**src/shared/rie_pkg.sv**
```systemverilog
// Constants and types for the return instruction execute block
`default_nettype none
package rie_pkg;

    localparam int INSTR_W = 14;
    localparam int DATA_W = 8;
    localparam int PC_W_DEFAULT = 13;
    localparam int PC_W_MAX = 16;

    // Opcode encodings
    localparam logic [13:0] OPC_RETURN_FROM_INTERRUPT = 14'h0009;
    localparam logic [13:0] OPC_RETURN = 14'h0008;
    localparam logic [13:0] OPC_RETURN_WITH_LITERAL_MASK = 14'h3C00;
    localparam logic [13:0] OPC_RETURN_WITH_LITERAL_VALUE = 14'h3400;
    localparam int LITERAL_LSB = 0;

    // Interrupt control register field
    localparam int GLOBAL_INTERRUPT_ENABLE_BIT = 7;
    localparam logic [7:0] GLOBAL_INTERRUPT_ENABLE_MASK =
        8'h01 << GLOBAL_INTERRUPT_ENABLE_BIT;

    // Status register flag positions
    localparam int STATUS_C_BIT = 0;
    localparam int STATUS_DC_BIT = 1;
    localparam int STATUS_Z_BIT = 2;

    // Timing in instruction cycles
    localparam int RETURN_WORDS = 1;
    localparam int RETURN_CYCLES = 2;
    localparam logic [1:0] CYCLE_COUNT_RESET = 2'h0;

    typedef enum logic [1:0] {
        RIE_KIND_NONE,
        RIE_KIND_FROM_INTERRUPT,
        RIE_KIND_WITH_LITERAL,
        RIE_KIND_RETURN
    } rie_kind_t;

    typedef struct packed {
        rie_kind_t kind;
        logic [DATA_W-1:0] literal;
    } rie_dec_t;

    typedef struct packed {
        logic stackPop;
        logic pcLoad;
        logic wLoad;
        logic globalInterruptEnableSet;
        logic flushFetch;
    } rie_ctl_t;

    localparam rie_ctl_t CTL_IDLE = '{default: 1'b0};

    function automatic rie_dec_t decode(input logic [INSTR_W-1:0] word);
        rie_dec_t d;
        d.kind = RIE_KIND_NONE;
        d.literal = word[LITERAL_LSB +: DATA_W];
        if (word == OPC_RETURN_FROM_INTERRUPT) begin
            d.kind = RIE_KIND_FROM_INTERRUPT;
        end else if (word == OPC_RETURN) begin
            d.kind = RIE_KIND_RETURN;
        end else if ((word & OPC_RETURN_WITH_LITERAL_MASK)
                == OPC_RETURN_WITH_LITERAL_VALUE) begin
            d.kind = RIE_KIND_WITH_LITERAL;
        end
        return d;
    endfunction

endpackage

`default_nettype wire

```
**src/rtl/rie_decode.sv**
```systemverilog
// Opcode decoder for the three return instructions
`timescale 1ns/100ps
`default_nettype none

module rie_decode (
    input wire logic [rie_pkg::INSTR_W-1:0] instrWord,
    output var rie_pkg::rie_dec_t decoded,
    output logic isReturnKind
);

    // Bits 9 and 8 ignored for the literal form by the mask
    always_comb begin
        decoded = rie_pkg::decode(instrWord);
        isReturnKind = (decoded.kind != rie_pkg::RIE_KIND_NONE);
    end

endmodule // rie_decode

`default_nettype wire

```
**src/rtl/rie_execute.sv**
```systemverilog
// Execute stage for the return, literal return and interrupt return opcodes
//
// Contract
// - Interrupt return pops the stack into the program counter.
// - Interrupt return also sets global interrupt enable, control bit 7.
// - Interrupt return is one word of two cycles, the second a discard.
// - Literal return copies word bits 7..0 to W, bits 9 and 8 ignored.
// - Literal return also pops the stack into the program counter.
// - Literal return is one word and completes in two instruction cycles.
// - Plain return pops the stack into PC, leaving interrupt enable alone.
// - Plain return is one word and takes two instruction cycles.
`timescale 1ns/100ps
`default_nettype none

module rie_execute #(
    parameter int PC_W = rie_pkg::PC_W_DEFAULT
) (
    input wire logic clk,
    input wire logic nrst,
    input wire logic cycleEn,
    input wire logic instrValid,
    input wire logic [rie_pkg::INSTR_W-1:0] instrWord,
    input wire logic [PC_W-1:0] topOfStack,
    output logic instrReady,
    output logic instrAccepted,
    output logic stackPop,
    output logic pcLoad,
    output logic [PC_W-1:0] pcValue,
    output logic wLoad,
    output logic [rie_pkg::DATA_W-1:0] wValue,
    output logic interruptControlSet,
    output logic [7:0] interruptControlSetMask,
    output logic flushFetch,
    output logic [2:0] statusWriteMask,
    output logic busy
);

    generate
        if (PC_W < 1 || PC_W > rie_pkg::PC_W_MAX) begin : g_bad_pc_w
            $error("rie_execute: PC_W out of range");
        end
        // Two bit cycle counter cannot serve longer returns
        if (rie_pkg::RETURN_CYCLES < 2
                || rie_pkg::RETURN_CYCLES > 3) begin : g_bad_cycles
            $error("rie_execute: return cycle count unsupported");
        end
    endgenerate

    typedef enum logic {
        RIE_ST_EXEC,
        RIE_ST_DISCARD
    } rie_state_t;

    rie_state_t state;
    rie_state_t next_state;
    rie_pkg::rie_dec_t decoded;
    rie_pkg::rie_ctl_t next_ctl;
    logic isReturnKind;
    logic take;
    logic [1:0] cycleCount;
    logic lastCycle;

    rie_decode u_decode (
        .instrWord(instrWord),
        .decoded(decoded),
        .isReturnKind(isReturnKind)
    );

    // Only return opcodes are claimed; others belong to other units
    assign instrReady = (state == RIE_ST_EXEC);
    assign take = cycleEn && instrValid && isReturnKind
        && (state == RIE_ST_EXEC);
    // Last instruction cycle of a return, counted rather than assumed
    assign lastCycle = (state == RIE_ST_DISCARD) && cycleEn
        && (cycleCount == 2'(rie_pkg::RETURN_CYCLES - 1));

    always_comb begin
        next_state = state;
        unique case (state)
            RIE_ST_EXEC: begin
                if (take) begin
                    next_state = RIE_ST_DISCARD;
                end
            end
            RIE_ST_DISCARD: begin
                // Second instruction cycle ends the return
                if (lastCycle) begin
                    next_state = RIE_ST_EXEC;
                end
            end
        endcase
    end

    always_comb begin
        next_ctl = rie_pkg::CTL_IDLE;
        if (take) begin
            // All three forms pop and reload the program counter
            next_ctl.stackPop = 1'b1;
            next_ctl.pcLoad = 1'b1;
            unique case (decoded.kind)
                rie_pkg::RIE_KIND_FROM_INTERRUPT: begin
                    next_ctl.globalInterruptEnableSet = 1'b1;
                end
                rie_pkg::RIE_KIND_WITH_LITERAL: begin
                    next_ctl.wLoad = 1'b1;
                end
                rie_pkg::RIE_KIND_RETURN: begin
                    next_ctl.globalInterruptEnableSet = 1'b0;
                end
                rie_pkg::RIE_KIND_NONE: begin
                    next_ctl.pcLoad = 1'b0;
                    next_ctl.stackPop = 1'b0;
                end
            endcase
        end else if (lastCycle) begin
            // Word fetched during the return is stale; drop it
            next_ctl.flushFetch = 1'b1;
        end
    end

    always_ff @(posedge clk) begin
        if (!nrst) begin
            state <= RIE_ST_EXEC;
        end else begin
            state <= next_state;
        end
    end

    always_ff @(posedge clk) begin
        if (!nrst) begin
            stackPop <= 1'b0;
        end else begin
            stackPop <= next_ctl.stackPop;
        end
    end

    always_ff @(posedge clk) begin
        if (!nrst) begin
            pcLoad <= 1'b0;
        end else begin
            pcLoad <= next_ctl.pcLoad;
        end
    end

    always_ff @(posedge clk) begin
        if (!nrst) begin
            wLoad <= 1'b0;
        end else begin
            wLoad <= next_ctl.wLoad;
        end
    end

    always_ff @(posedge clk) begin
        if (!nrst) begin
            interruptControlSet <= 1'b0;
        end else begin
            interruptControlSet <= next_ctl.globalInterruptEnableSet;
        end
    end

    // Mask registered with its strobe so both arrive in one cycle
    always_ff @(posedge clk) begin
        if (!nrst) begin
            interruptControlSetMask <= 8'h00;
        end else if (next_ctl.globalInterruptEnableSet) begin
            interruptControlSetMask <= rie_pkg::GLOBAL_INTERRUPT_ENABLE_MASK;
        end else begin
            interruptControlSetMask <= 8'h00;
        end
    end

    always_ff @(posedge clk) begin
        if (!nrst) begin
            flushFetch <= 1'b0;
        end else begin
            flushFetch <= next_ctl.flushFetch;
        end
    end

    always_ff @(posedge clk) begin
        if (!nrst) begin
            instrAccepted <= 1'b0;
        end else begin
            instrAccepted <= take;
        end
    end

    // Instruction cycle counter, set to one on acceptance
    always_ff @(posedge clk) begin
        if (!nrst) begin
            cycleCount <= rie_pkg::CYCLE_COUNT_RESET;
        end else if (take) begin
            cycleCount <= 2'h1;
        end else if (state == RIE_ST_DISCARD && cycleEn) begin
            cycleCount <= cycleCount + 2'h1;
        end else if (state == RIE_ST_EXEC) begin
            cycleCount <= rie_pkg::CYCLE_COUNT_RESET;
        end
    end

    // Data outputs held until updated: pcValue by every return, wValue by literal returns only
    always_ff @(posedge clk) begin
        if (!nrst) begin
            pcValue <= '0;
        end else if (take) begin
            pcValue <= topOfStack;
        end
    end

    always_ff @(posedge clk) begin
        if (!nrst) begin
            wValue <= 8'h00;
        end else if (take
                && decoded.kind == rie_pkg::RIE_KIND_WITH_LITERAL) begin
            wValue <= decoded.literal;
        end
    end

    assign busy = (state == RIE_ST_DISCARD);
    // Returns never touch arithmetic flags
    assign statusWriteMask = 3'h0;

endmodule // rie_execute

`default_nettype wire

```
**config.mk**
```make
export PLATFORM = sky130hd
export DESIGN_NAME = rie_execute
export DESIGN_NICKNAME = d
export VERILOG_FILES = /design/src/shared/rie_pkg.sv /design/src/rtl/rie_decode.sv /design/src/rtl/rie_execute.sv
export SDC_FILE = /design/constraint.sdc
export NUM_CORES = 1
export LEC_CHECK = 0
export ABC_AREA = 1
export ABC_CLOCK_PERIOD_IN_PS = 2050
export BUFFER_PORTS_ARGS = -buffer_cell sky130_fd_sc_hd__buf_2
export CAP_MARGIN = 20
export CORE_MARGIN = 2
export CORE_UTILIZATION = 45
export DETAILED_ROUTE_END_ITERATION = 10
export GPL_TIMING_DRIVEN = 0
export HOLD_SLACK_MARGIN = 0.02
export PLACE_DENSITY = 0.84
export SYNTH_ARGS = -nofsm -noshare
export SYNTH_HDL_FRONTEND = slang
export SYNTH_SLANG_ARGS = --single-unit
```
**constraint.sdc**
```tcl
create_clock -name clk -period 2.05 [get_ports clk]
set_input_delay 0 -clock clk [delete_from_list [all_inputs] [get_ports clk]]
set_output_delay 0 -clock clk [all_outputs]
set_load 0.01 [all_outputs]
```
==> results.yml, run 1 <==
status:
  status: "complete, no violations"
power:
  total_power_mw: 1.07
  peakVddDrop_v: 0.000250
  power.internal_mw: 0.806
  p_comb_share_pct: 14.1
  p_per_area_nw_per_um2: 526
  netSwitchingFraction_pct: 24.5
  seq_power_share_pct: 53.4
  pwr-share-clk_pct: 32.6
  power.switching_mw: 0.262
  leakagePower_nw: 1.10
clock_network:
  clk_path_buf_depth: 2
  cts.sinks: 29
  tritoncts: "built"
  clock-root-buffer: "clkbuf_4"
  cts_buffers: 5
  htree_num_levels: 2
  clk_pin_slew_ps: 90
  insertion_delay_ps: 330
grt:
  first_global_vias: 1282
  grt_first_pass_wirelength_mm: 5.32
  antenna_found_initial: 0
  grt_overflow: 0
  grt_max_degree: 11
  grtUsageTotal_pct: 20.3
sta:
  period_needed_ps: 1860
  tns_ps: 0
  rsz0062_at_grt: "no"
  finalSetupViolCount: 0
  maxSlewViolCount: 0
  final_hold_viol_count: 0
  period_share_pct: 90.8
  max_freq_mhz: 537
  finalClockSkew_ps: 6.74
cells_and_area:
  syn_to_final_growth_pct: 46.6
  n_antenna_cell: 0
  fill_cells: 259
  drive_above_1_share_pct: 36.1
  postLayoutCoreUtil_pct: 68.2
  fin_nets: 306
  finalInstanceArea_um2: 2030
critical_path:
  cp_slowest_stage_delay_ps: 570
  critPathMaxFanout: 10
  critPathTopFamily: "buffers and inverters"
  critPathBufInv: 2
  rr_worst_depth: 5
  r2r_start: "busy$_SDFF_PN0_"
  end_kind: "register"
  crit_chain: "nor3_4 -> buf_2 -> nand4_1 -> dlygate4sd3_1 -> nand2_1"
  cp.arrival_ps: 2150
  start_kind: "register"
  crit_type: "register to register"
  crit_start: "busy$_SDFF_PN0_"
  cp_slowest_cell: "dlygate4sd3_1"
  cp.required_ps: 2340
  rrSetupSlack_ps: 190
  r2r_end: "pcValue[8]$_SDFFE_PN0P_"
floorplanning:
  coreArea_um2: 2980
  die_area_um2: 3540
  die_h_um: 59.5
  fp.dieW_um: 59.5
  pin_count: 71
  rows: 20
  start_util_pct: 46.5
logic_synthesis:
  ys_warn_count: 0
  syn-instance-count: 177
  syn_area_um2: 1390
  syn_avg_cell_area_um2: 7.83
  ys_seq_elements: 29
  synth.distinct_cells: 24
  seq_area_frac_synth_pct: 41.9
route:
  drtPass1Iterations: 4
  routed_wl_mm: 3.37
  num_vias: 1427
  drcViolationCount: 0
  viasPerCell: 4.65
  post_drt_wl_per_cell_um: 11.0
  drtAntennaViolNets: 0
  drtIter0Drc: 37
job:
  cap_violations: 0
placement:
  place_area_um2: 1760
  dp_hpwl_mm: 2.26
  place.port_buffers: 59
  place_congestion: 0.811
hold_path:
  hold_end: "pcValue[9]$_SDFFE_PN0P_"
  hold_start: "nrst"
  min_path_cells: 3
  hold_path.class: "primary input to register"
## sequential cells by signal, summed over array words and instances (netlist names)
name                     flops
wLoad                        1
interruptControlSetMask      1
wValue                       8
busy                         1
pcValue                     13
stackPop                     1
instrAccepted                1
cycleCount                   2
flushFetch                   1
## cell type report
cell class	count	area [um2]	share of cell area, %
multi-input combinational	119	628	30.9
sequential	29	581	28.6
timing repair buffer	81	515	25.4
buffer	20	143	7.02
inverter	18	67.6	3.33
clock buffer	7	55.1	2.71
tap	33	41.3	2.03
## synthesized netlist by cell type
cell / count / area (um2)
nand2_4: 1 / 11.3
buf_1: 1 / 3.75
a21oi_1: 1 / 5.00
ha_1: 1 / 12.5
inv_1: 18 / 67.6
nand2_1: 39 / 146
nor2_1: 30 / 113
nand3_4: 1 / 17.5
buf_2: 3 / 15.0
nand4_1: 13 / 81.3
clkbuf_1: 1 / 3.75
buf_4: 13 / 97.6
dfxtp_1: 29 / 581
nand3_2: 10 / 100
nor3_4: 1 / 16.3
nand3_1: 5 / 25.0
a31oi_1: 1 / 6.26
nor4_4: 1 / 21.3
or2_1: 1 / 6.26
buf_6: 2 / 22.5
nor2_2: 1 / 6.26
nand4_2: 1 / 12.5
conb_1: 1 / 3.75
o21ai_0: 2 / 10.0
## worst max-delay path by stage
stage                                         end  slack [ps]  cells past startpoint
after floorplan            wValue[6]$_SDFFE_PN0P_         800                      5
after global placement     wValue[7]$_SDFFE_PN0P_         680                      5
after detailed placement   wValue[6]$_SDFFE_PN0P_         680                      5
after CTS                 pcValue[8]$_SDFFE_PN0P_         220                      5
after global routing      pcValue[8]$_SDFFE_PN0P_          90                     12
final                     pcValue[8]$_SDFFE_PN0P_         190                      5
## stage by stage
stage	cells	hold slack, ps	worst slack (ps)
6_report	307	22.0	189
5_1_grt	307	36.4	86.4
4_1_cts	307	20.9	219
3_5_place_dp	278	245	682
3_3_place_gp	278	242	681
2_1_floorplan	186	154	800
## power groups by stage
| stage | Combinational, mW | Clock (mW) | Sequential, mW |
|---|---|---|---|
| after global placement | 0.113 | 0 | 0.583 |
| final | 0.150 | 0.348 | 0.570 |
| after global routing | 0.164 | 0.374 | 0.571 |
| after floorplan | 0.0689 | 0 | 0.586 |
| after detailed placement | 0.115 | 0 | 0.584 |
| after CTS | 0.147 | 0.356 | 0.570 |
## worst min-delay path, delay by kind of cell
kind	cells	cell delay, ps
simple gates	2	160
buf+inv	1	160
## kinds of logic after synthesis
| group | count (synthesis) | share of synthesized area (%) |
|---|---|---|
| adders and majority gates | 1 | 0.903 |
| and+or+nand+nor | 104 | 40.2 |
| DFF | 29 | 41.9 |
| other | 1 | 0.271 |
| buffers and inverters | 38 | 15.2 |
| AOI/OAI and AO/OA | 4 | 1.54 |
## cell usage in the layout (no fill, tap or decap)
cell,Yosys,routed
buf_2,3,62
nand2_1,39,39
nor2_1,30,30
dfxtp_1,29,29
dlygate4sd3_1,0,22
inv_1,18,18
buf_4,13,13
nand4_1,13,13
nand3_2,10,10
conb_1,1,10
nand3_1,5,5
clkbuf_4,0,5
buf_6,2,2
clkbuf_1,1,2
o21ai_0,2,2
or2_1,1,1
nor2_2,1,1
nand4_2,1,1
nand3_4,1,1
nor3_4,1,1
nand2_4,1,1
nor4_4,1,1
buf_1,1,1
a31oi_1,1,1
a21oi_1,1,1
ha_1,1,1
clkbuf_8,0,1
## metal layers
layer	vias to the layer above	GRT usage (%)	part of all wire (%)
li1	737	-	-
met1	641	20.8	39
met2	40	37.0	55
met3	9	5.68	4.3
met4	0	10.4	2.1
met5	-	0	0
## what timing repair did
item                                   4_1_cts  5_1_grt
hold buffers                                22        0
endpoints found under the hold margin       21        0
buffers inserted                             0        0
resized for setup                            0        0
Power figures use the tool's default switching activity.
==> inputs of run 2 (changes only) <==
--- a/config.mk
+++ b/config.mk
@@ -7,14 +7,14 @@
 export LEC_CHECK = 0
 export ABC_AREA = 1
 export ABC_CLOCK_PERIOD_IN_PS = 2050
-export BUFFER_PORTS_ARGS = -buffer_cell sky130_fd_sc_hd__buf_2
 export CAP_MARGIN = 20
 export CORE_MARGIN = 2
 export CORE_UTILIZATION = 45
 export DETAILED_ROUTE_END_ITERATION = 10
+export DONT_BUFFER_PORTS = 1
 export GPL_TIMING_DRIVEN = 0
 export HOLD_SLACK_MARGIN = 0.02
-export PLACE_DENSITY = 0.84
+export PLACE_DENSITY = 0.65
 export SYNTH_ARGS = -nofsm -noshare
 export SYNTH_HDL_FRONTEND = slang
 export SYNTH_SLANG_ARGS = --single-unit
==> run 2 against run 1 <==
  * Sequential share of layout area increased by 3.9 points
  * Clock skew rose by 4.9 ps
  * Largest cell class is now multi-input gates
  * Non-clock buffer count decreased by 54
==> results.yml, run 2 (synthesis results as in run 1) <==
status:
  status: "complete, no violations"
cells_and_area:
  drive_above_1_share_pct: 18.2
  final_cell_mix: "nand2_1 (39), nor2_1 (30), dfxtp_1 (29)"
  finalInstanceArea_um2: 1790
  largest_reg_flops: 13
  largestRegisters: "pcValue (13), wValue (8), cycleCount (2)"
  fin_nets: 252
  top_register: "pcValue"
  layout_commonest_cell: "nand2_1"
  syn_to_final_growth_pct: 28.9
  n_antenna_cell: 0
job:
  cap_violations: 0
grt:
  grt_max_degree: 11
  antenna_found_initial: 0
  grt_overflow: 0
  first_global_vias: 1112
  grtUsageTotal_pct: 20.4
  grt_first_pass_wirelength_mm: 5.15
hold_path:
  hold_start: "nrst"
  hold_path.class: "primary input to register"
critical_path:
  crit_start: "instrWord[12]"
  end_kind: "register"
  start_kind: "primary input"
  critPathTopFamily: "buffers and inverters"
  cp_slowest_cell: "dlygate4sd3_1"
  r2r_start: "busy$_SDFF_PN0_"
  cp.required_ps: 2320
  cp.arrival_ps: 2130
  cp_slowest_stage_delay_ps: 580
  critPathMaxFanout: 2
  path_common_cell: "dlygate4sd3_1"
  critPathBufInv: 3
  crit_type: "primary input to register"
  crit_chain: "dlygate4sd3_1 -> nor2_1 -> dlygate4sd3_1 -> nand2_1 -> nor2_2 -> nand2_1 -> dlygate4sd3_1 -> nor2_1"
sta:
  finalSetupViolCount: 0
  final_hold_viol_count: 0
  period_share_pct: 91.0
  rsz0062_at_grt: "no"
  tns_ps: 0
  period_needed_ps: 1870
  maxSlewViolCount: 0
  max_freq_mhz: 536
  finalClockSkew_ps: 11.6
power:
  p_per_area_nw_per_um2: 584
  peakVddDrop_v: 0.000330
  netSwitchingFraction_pct: 24.2
  p_comb_share_pct: 11.6
  seq_power_share_pct: 55.0
  pwr-share-clk_pct: 33.4
  power.switching_mw: 0.252
  leakagePower_nw: 0.839
  power.internal_mw: 0.790
floorplanning:
  coreArea_um2: 2980
  fp.dieW_um: 59.5
  die_h_um: 59.5
  die_area_um2: 3540
  start_util_pct: 46.5
  rows: 20
  pin_count: 71
route:
  drtIter0Drc: 55
  num_vias: 1212
  drtAntennaViolNets: 0
  routed_wl_mm: 3.24
  drtPass1Iterations: 4
  viasPerCell: 4.79
  drcViolationCount: 0
  post_drt_wl_per_cell_um: 12.8
placement:
  place_area_um2: 1460
  dp_hpwl_mm: 2.14
  place.port_buffers: 0
  place_congestion: 0.788
clock_network:
  tritoncts: "built"
  clock-root-buffer: "clkbuf_4"
  clk_pin_slew_ps: 90
  insertion_delay_ps: 330
  htree_num_levels: 2
  cts.sinks: 29
  clk_path_buf_depth: 2
  cts_buffers: 5
run 2: what timing repair did:
item | CTS | global route
gates resized for setup | 0 | 0
setup endpoints to repair | 0 | 0
setup buffers | 0 | 0
hold endpoints to repair | 26 | 0
hold buffers | 27 | 0
run 2: power groups by stage:
| stage | Sequential, mW | Clock, mW | Combinational [mW] |
|---|---|---|---|
| after global routing | 0.574 | 0.387 | 0.133 |
| after detailed placement | 0.587 | 0 | 0.0785 |
| after CTS | 0.573 | 0.355 | 0.118 |
| final | 0.573 | 0.348 | 0.121 |
| after floorplan | 0.586 | 0 | 0.0689 |
| after global placement | 0.586 | 0 | 0.0767 |
run 2: worst reg2reg max path, stage by stage (launching register included):
cell,delay (ps)
dfxtp_1,450
nor4_4,530
buf_6,200
nand2_1,50
nand2_1,60
nor2_1,40
run 2: path summary, 6_finish.rpt:
kind / to / slack (ps) / depth (start not counted)
min: pcValue[8]$_SDFFE_PN0P_ / 40 / 3
min reg2reg: pcValue[2]$_SDFFE_PN0P_ / 510 / 2
max: interruptControlSetMask[7]$_SDFF_PN0_ / 180 / 8
max reg2reg: wValue[7]$_SDFFE_PN0P_ / 620 / 5
run 2: through the flow:
step	utilization, %	hold slack [ps]	instances	setup slack [ps]	total power, mW
after global routing	60.0	35.4	253	118	1.09
after floorplan	-	154	186	800	0.654
final	60.0	36.4	253	185	1.04
after detailed placement	49.0	162	219	621	0.665
after global placement	49.0	157	219	664	0.663
after CTS	60.0	24.4	253	245	1.05
run 2: area by class of cell:
type / count / area (um2)
fillers: 278 / 1190
flip-flops and latches: 29 / 581
multi-input cells: 119 / 628
inverters: 18 / 67.6
repair buffers: 27 / 270
well taps: 33 / 41.3
plain buffers: 20 / 143
clock buffers: 7 / 55.1
run 2: routing by layer:
layer  up-vias  wire (um)  global-route usage, %
li1        621          -                      -
met1       544       1250                   22.0
met2        40       1690                   34.1
met3         7        238                   9.17
met4         0         60                   8.77
met5         -          0                      0
==> inputs of run 3 (changes only) <==
--- a/config.mk
+++ b/config.mk
@@ -15,6 +15,7 @@
 export GPL_TIMING_DRIVEN = 0
 export HOLD_SLACK_MARGIN = 0.02
 export PLACE_DENSITY = 0.65
+export RECOVER_POWER = 50
 export SYNTH_ARGS = -nofsm -noshare
 export SYNTH_HDL_FRONTEND = slang
 export SYNTH_SLANG_ARGS = --single-unit
==> constraint.sdc (replaced) <==
create_clock -name clk -period 2.05 [get_ports clk]
set_input_delay 0 -clock clk [delete_from_list [all_inputs] [get_ports clk]]
set_output_delay 0 -clock clk [all_outputs]
set_load 0.005 [all_outputs]
==> run 3 against run 2 <==
  * Flip-flop and latch count did not move
  * Sequential power barely moved
  * Largest cell class unchanged
  * Largest power group unchanged
  * Worst setup slack barely moved
  * Combinational power fell by 3%
  * Critical path type unchanged
  * Critical path depth did not move
==> results.yml, run 3 (synthesis results as in run 1) <==
clock_network:
  hold_buffers: 27
  tritoncts: "built"
  clk_path_buf_depth: 2
  htree_num_levels: 2
  post_cts_buffers: 0
  cts_resized: 0
  cts_buffers: 5
  clk_pin_slew_ps: 90
  insertion_delay_ps: 330
  clock-root-buffer: "clkbuf_4"
  cts.sinks: 29
placement:
  dp_hpwl_mm: 2.14
  place.port_buffers: 0
  place_congestion: 0.788
  place_area_um2: 1460
  pre_cts_ws_ps: 645
floorplanning:
  rows: 20
  pin_count: 71
  die_area_um2: 3540
  fp.dieW_um: 59.5
  start_util_pct: 46.5
  die_h_um: 59.5
  coreArea_um2: 2980
sta:
  tns_ps: 0
  final_hold_viol_count: 0
  rsz0062_at_grt: "no"
  max_freq_mhz: 536
  maxSlewViolCount: 0
  period_share_pct: 91.0
  setup_slack_ps: 184
  finalClockSkew_ps: 11.6
  finalSetupViolCount: 0
  period_needed_ps: 1870
grt:
  first_global_vias: 1112
  grtUsageTotal_pct: 20.4
  antenna_found_initial: 0
  grt_first_pass_wirelength_mm: 5.15
  grt_max_degree: 11
  grt_overflow: 0
route:
  num_vias: 1212
  routed_wl_mm: 3.24
  viasPerCell: 4.79
  drtIter0Drc: 55
  drtAntennaViolNets: 0
  post_drt_wl_per_cell_um: 12.8
  drcViolationCount: 0
  drtPass1Iterations: 4
power:
  peakVddDrop_v: 0.000330
  p_per_area_nw_per_um2: 580
  leakagePower_nw: 0.838
  total_power_mw: 1.04
critical_path:
  crit_type: "primary input to register"
  cp.arrival_ps: 2130
  end_kind: "register"
  start_kind: "primary input"
  cp.required_ps: 2320
  critPathMaxFanout: 2
hold_path:
  hold_path.class: "primary input to register"
status:
  status: "complete, no violations"
cells_and_area:
  finalInstanceArea_um2: 1790
  syn_to_final_growth_pct: 28.9
  largestRegisters: "pcValue (13), wValue (8), cycleCount (2)"
  fin_nets: 252
  fill_cells: 278
  postLayoutCoreUtil_pct: 60.0
  final_cell_mix: "nand2_1 (39), nor2_1 (30), dfxtp_1 (29)"
  top_register: "pcValue"
  layout_commonest_cell: "nand2_1"
  n_antenna_cell: 0
  largest_reg_flops: 13
  drive_above_1_share_pct: 18.2
job:
  cap_violations: 0
==> run 3: critical path: stages <==
cell	delay (ps)
dlygate4sd3_1	550
nor2_1	80
dlygate4sd3_1	550
nand2_1	60
nor2_2	90
nand2_1	110
dlygate4sd3_1	580
nor2_1	110
==> run 3: area by class of cell <==
type / count / area, um2 / share of cell area (%)
Buffer: 20 / 143 / 7.99
Clock buffer: 7 / 55.1 / 3.08
Inverter: 18 / 67.6 / 3.78
Multi-Input combinational cell: 119 / 628 / 35.2
Sequential cell: 29 / 581 / 32.5
Tap cell: 33 / 41.3 / 2.31
Timing Repair Buffer: 27 / 270 / 15.1
==> run 3: path summary, 6_finish.rpt <==
| kind | from | slack (ps) | endpoint | cells past startpoint |
|---|---|---|---|---|
| setup / recovery | instrWord[12] | 180 | interruptControlSetMask[7]$_SDFF_PN0_ | 8 |
| hold / removal | nrst | 40 | pcValue[8]$_SDFFE_PN0P_ | 3 |
| setup reg to reg | busy$_SDFF_PN0_ | 640 | wValue[7]$_SDFFE_PN0P_ | 5 |
| hold reg to reg | pcValue[2]$_SDFFE_PN0P_ | 480 | pcValue[2]$_SDFFE_PN0P_ | 2 |
==> run 3: through the flow <==
stage	cells	hold slack (ps)
after floorplan	186	154
after global placement	219	157
after detailed placement	219	162
after CTS	253	24.4
after global routing	253	35.4
final	253	36.4
==> run 3: power breakdown <==
part / total [mW] / internal [mW] / switching, mW / leakage (nW)
clock: 0.348 / 0.162 / 0.186 / 0.0314
combinational: 0.117 / 0.0610 / 0.0557 / 0.573
sequential: 0.572 / 0.567 / 0.00418 / 0.234
total: 1.04 / 0.790 / 0.246 / 0.838
==> run 3: routing by layer <==
layer  vias up  track usage (%)  part of all wire, %
met5         -                0                    0
met4         0             8.77                  1.9
met3         7             9.17                  7.4
met2        40             34.1                   52
met1       544             22.0                   38
li1        621                -                    -
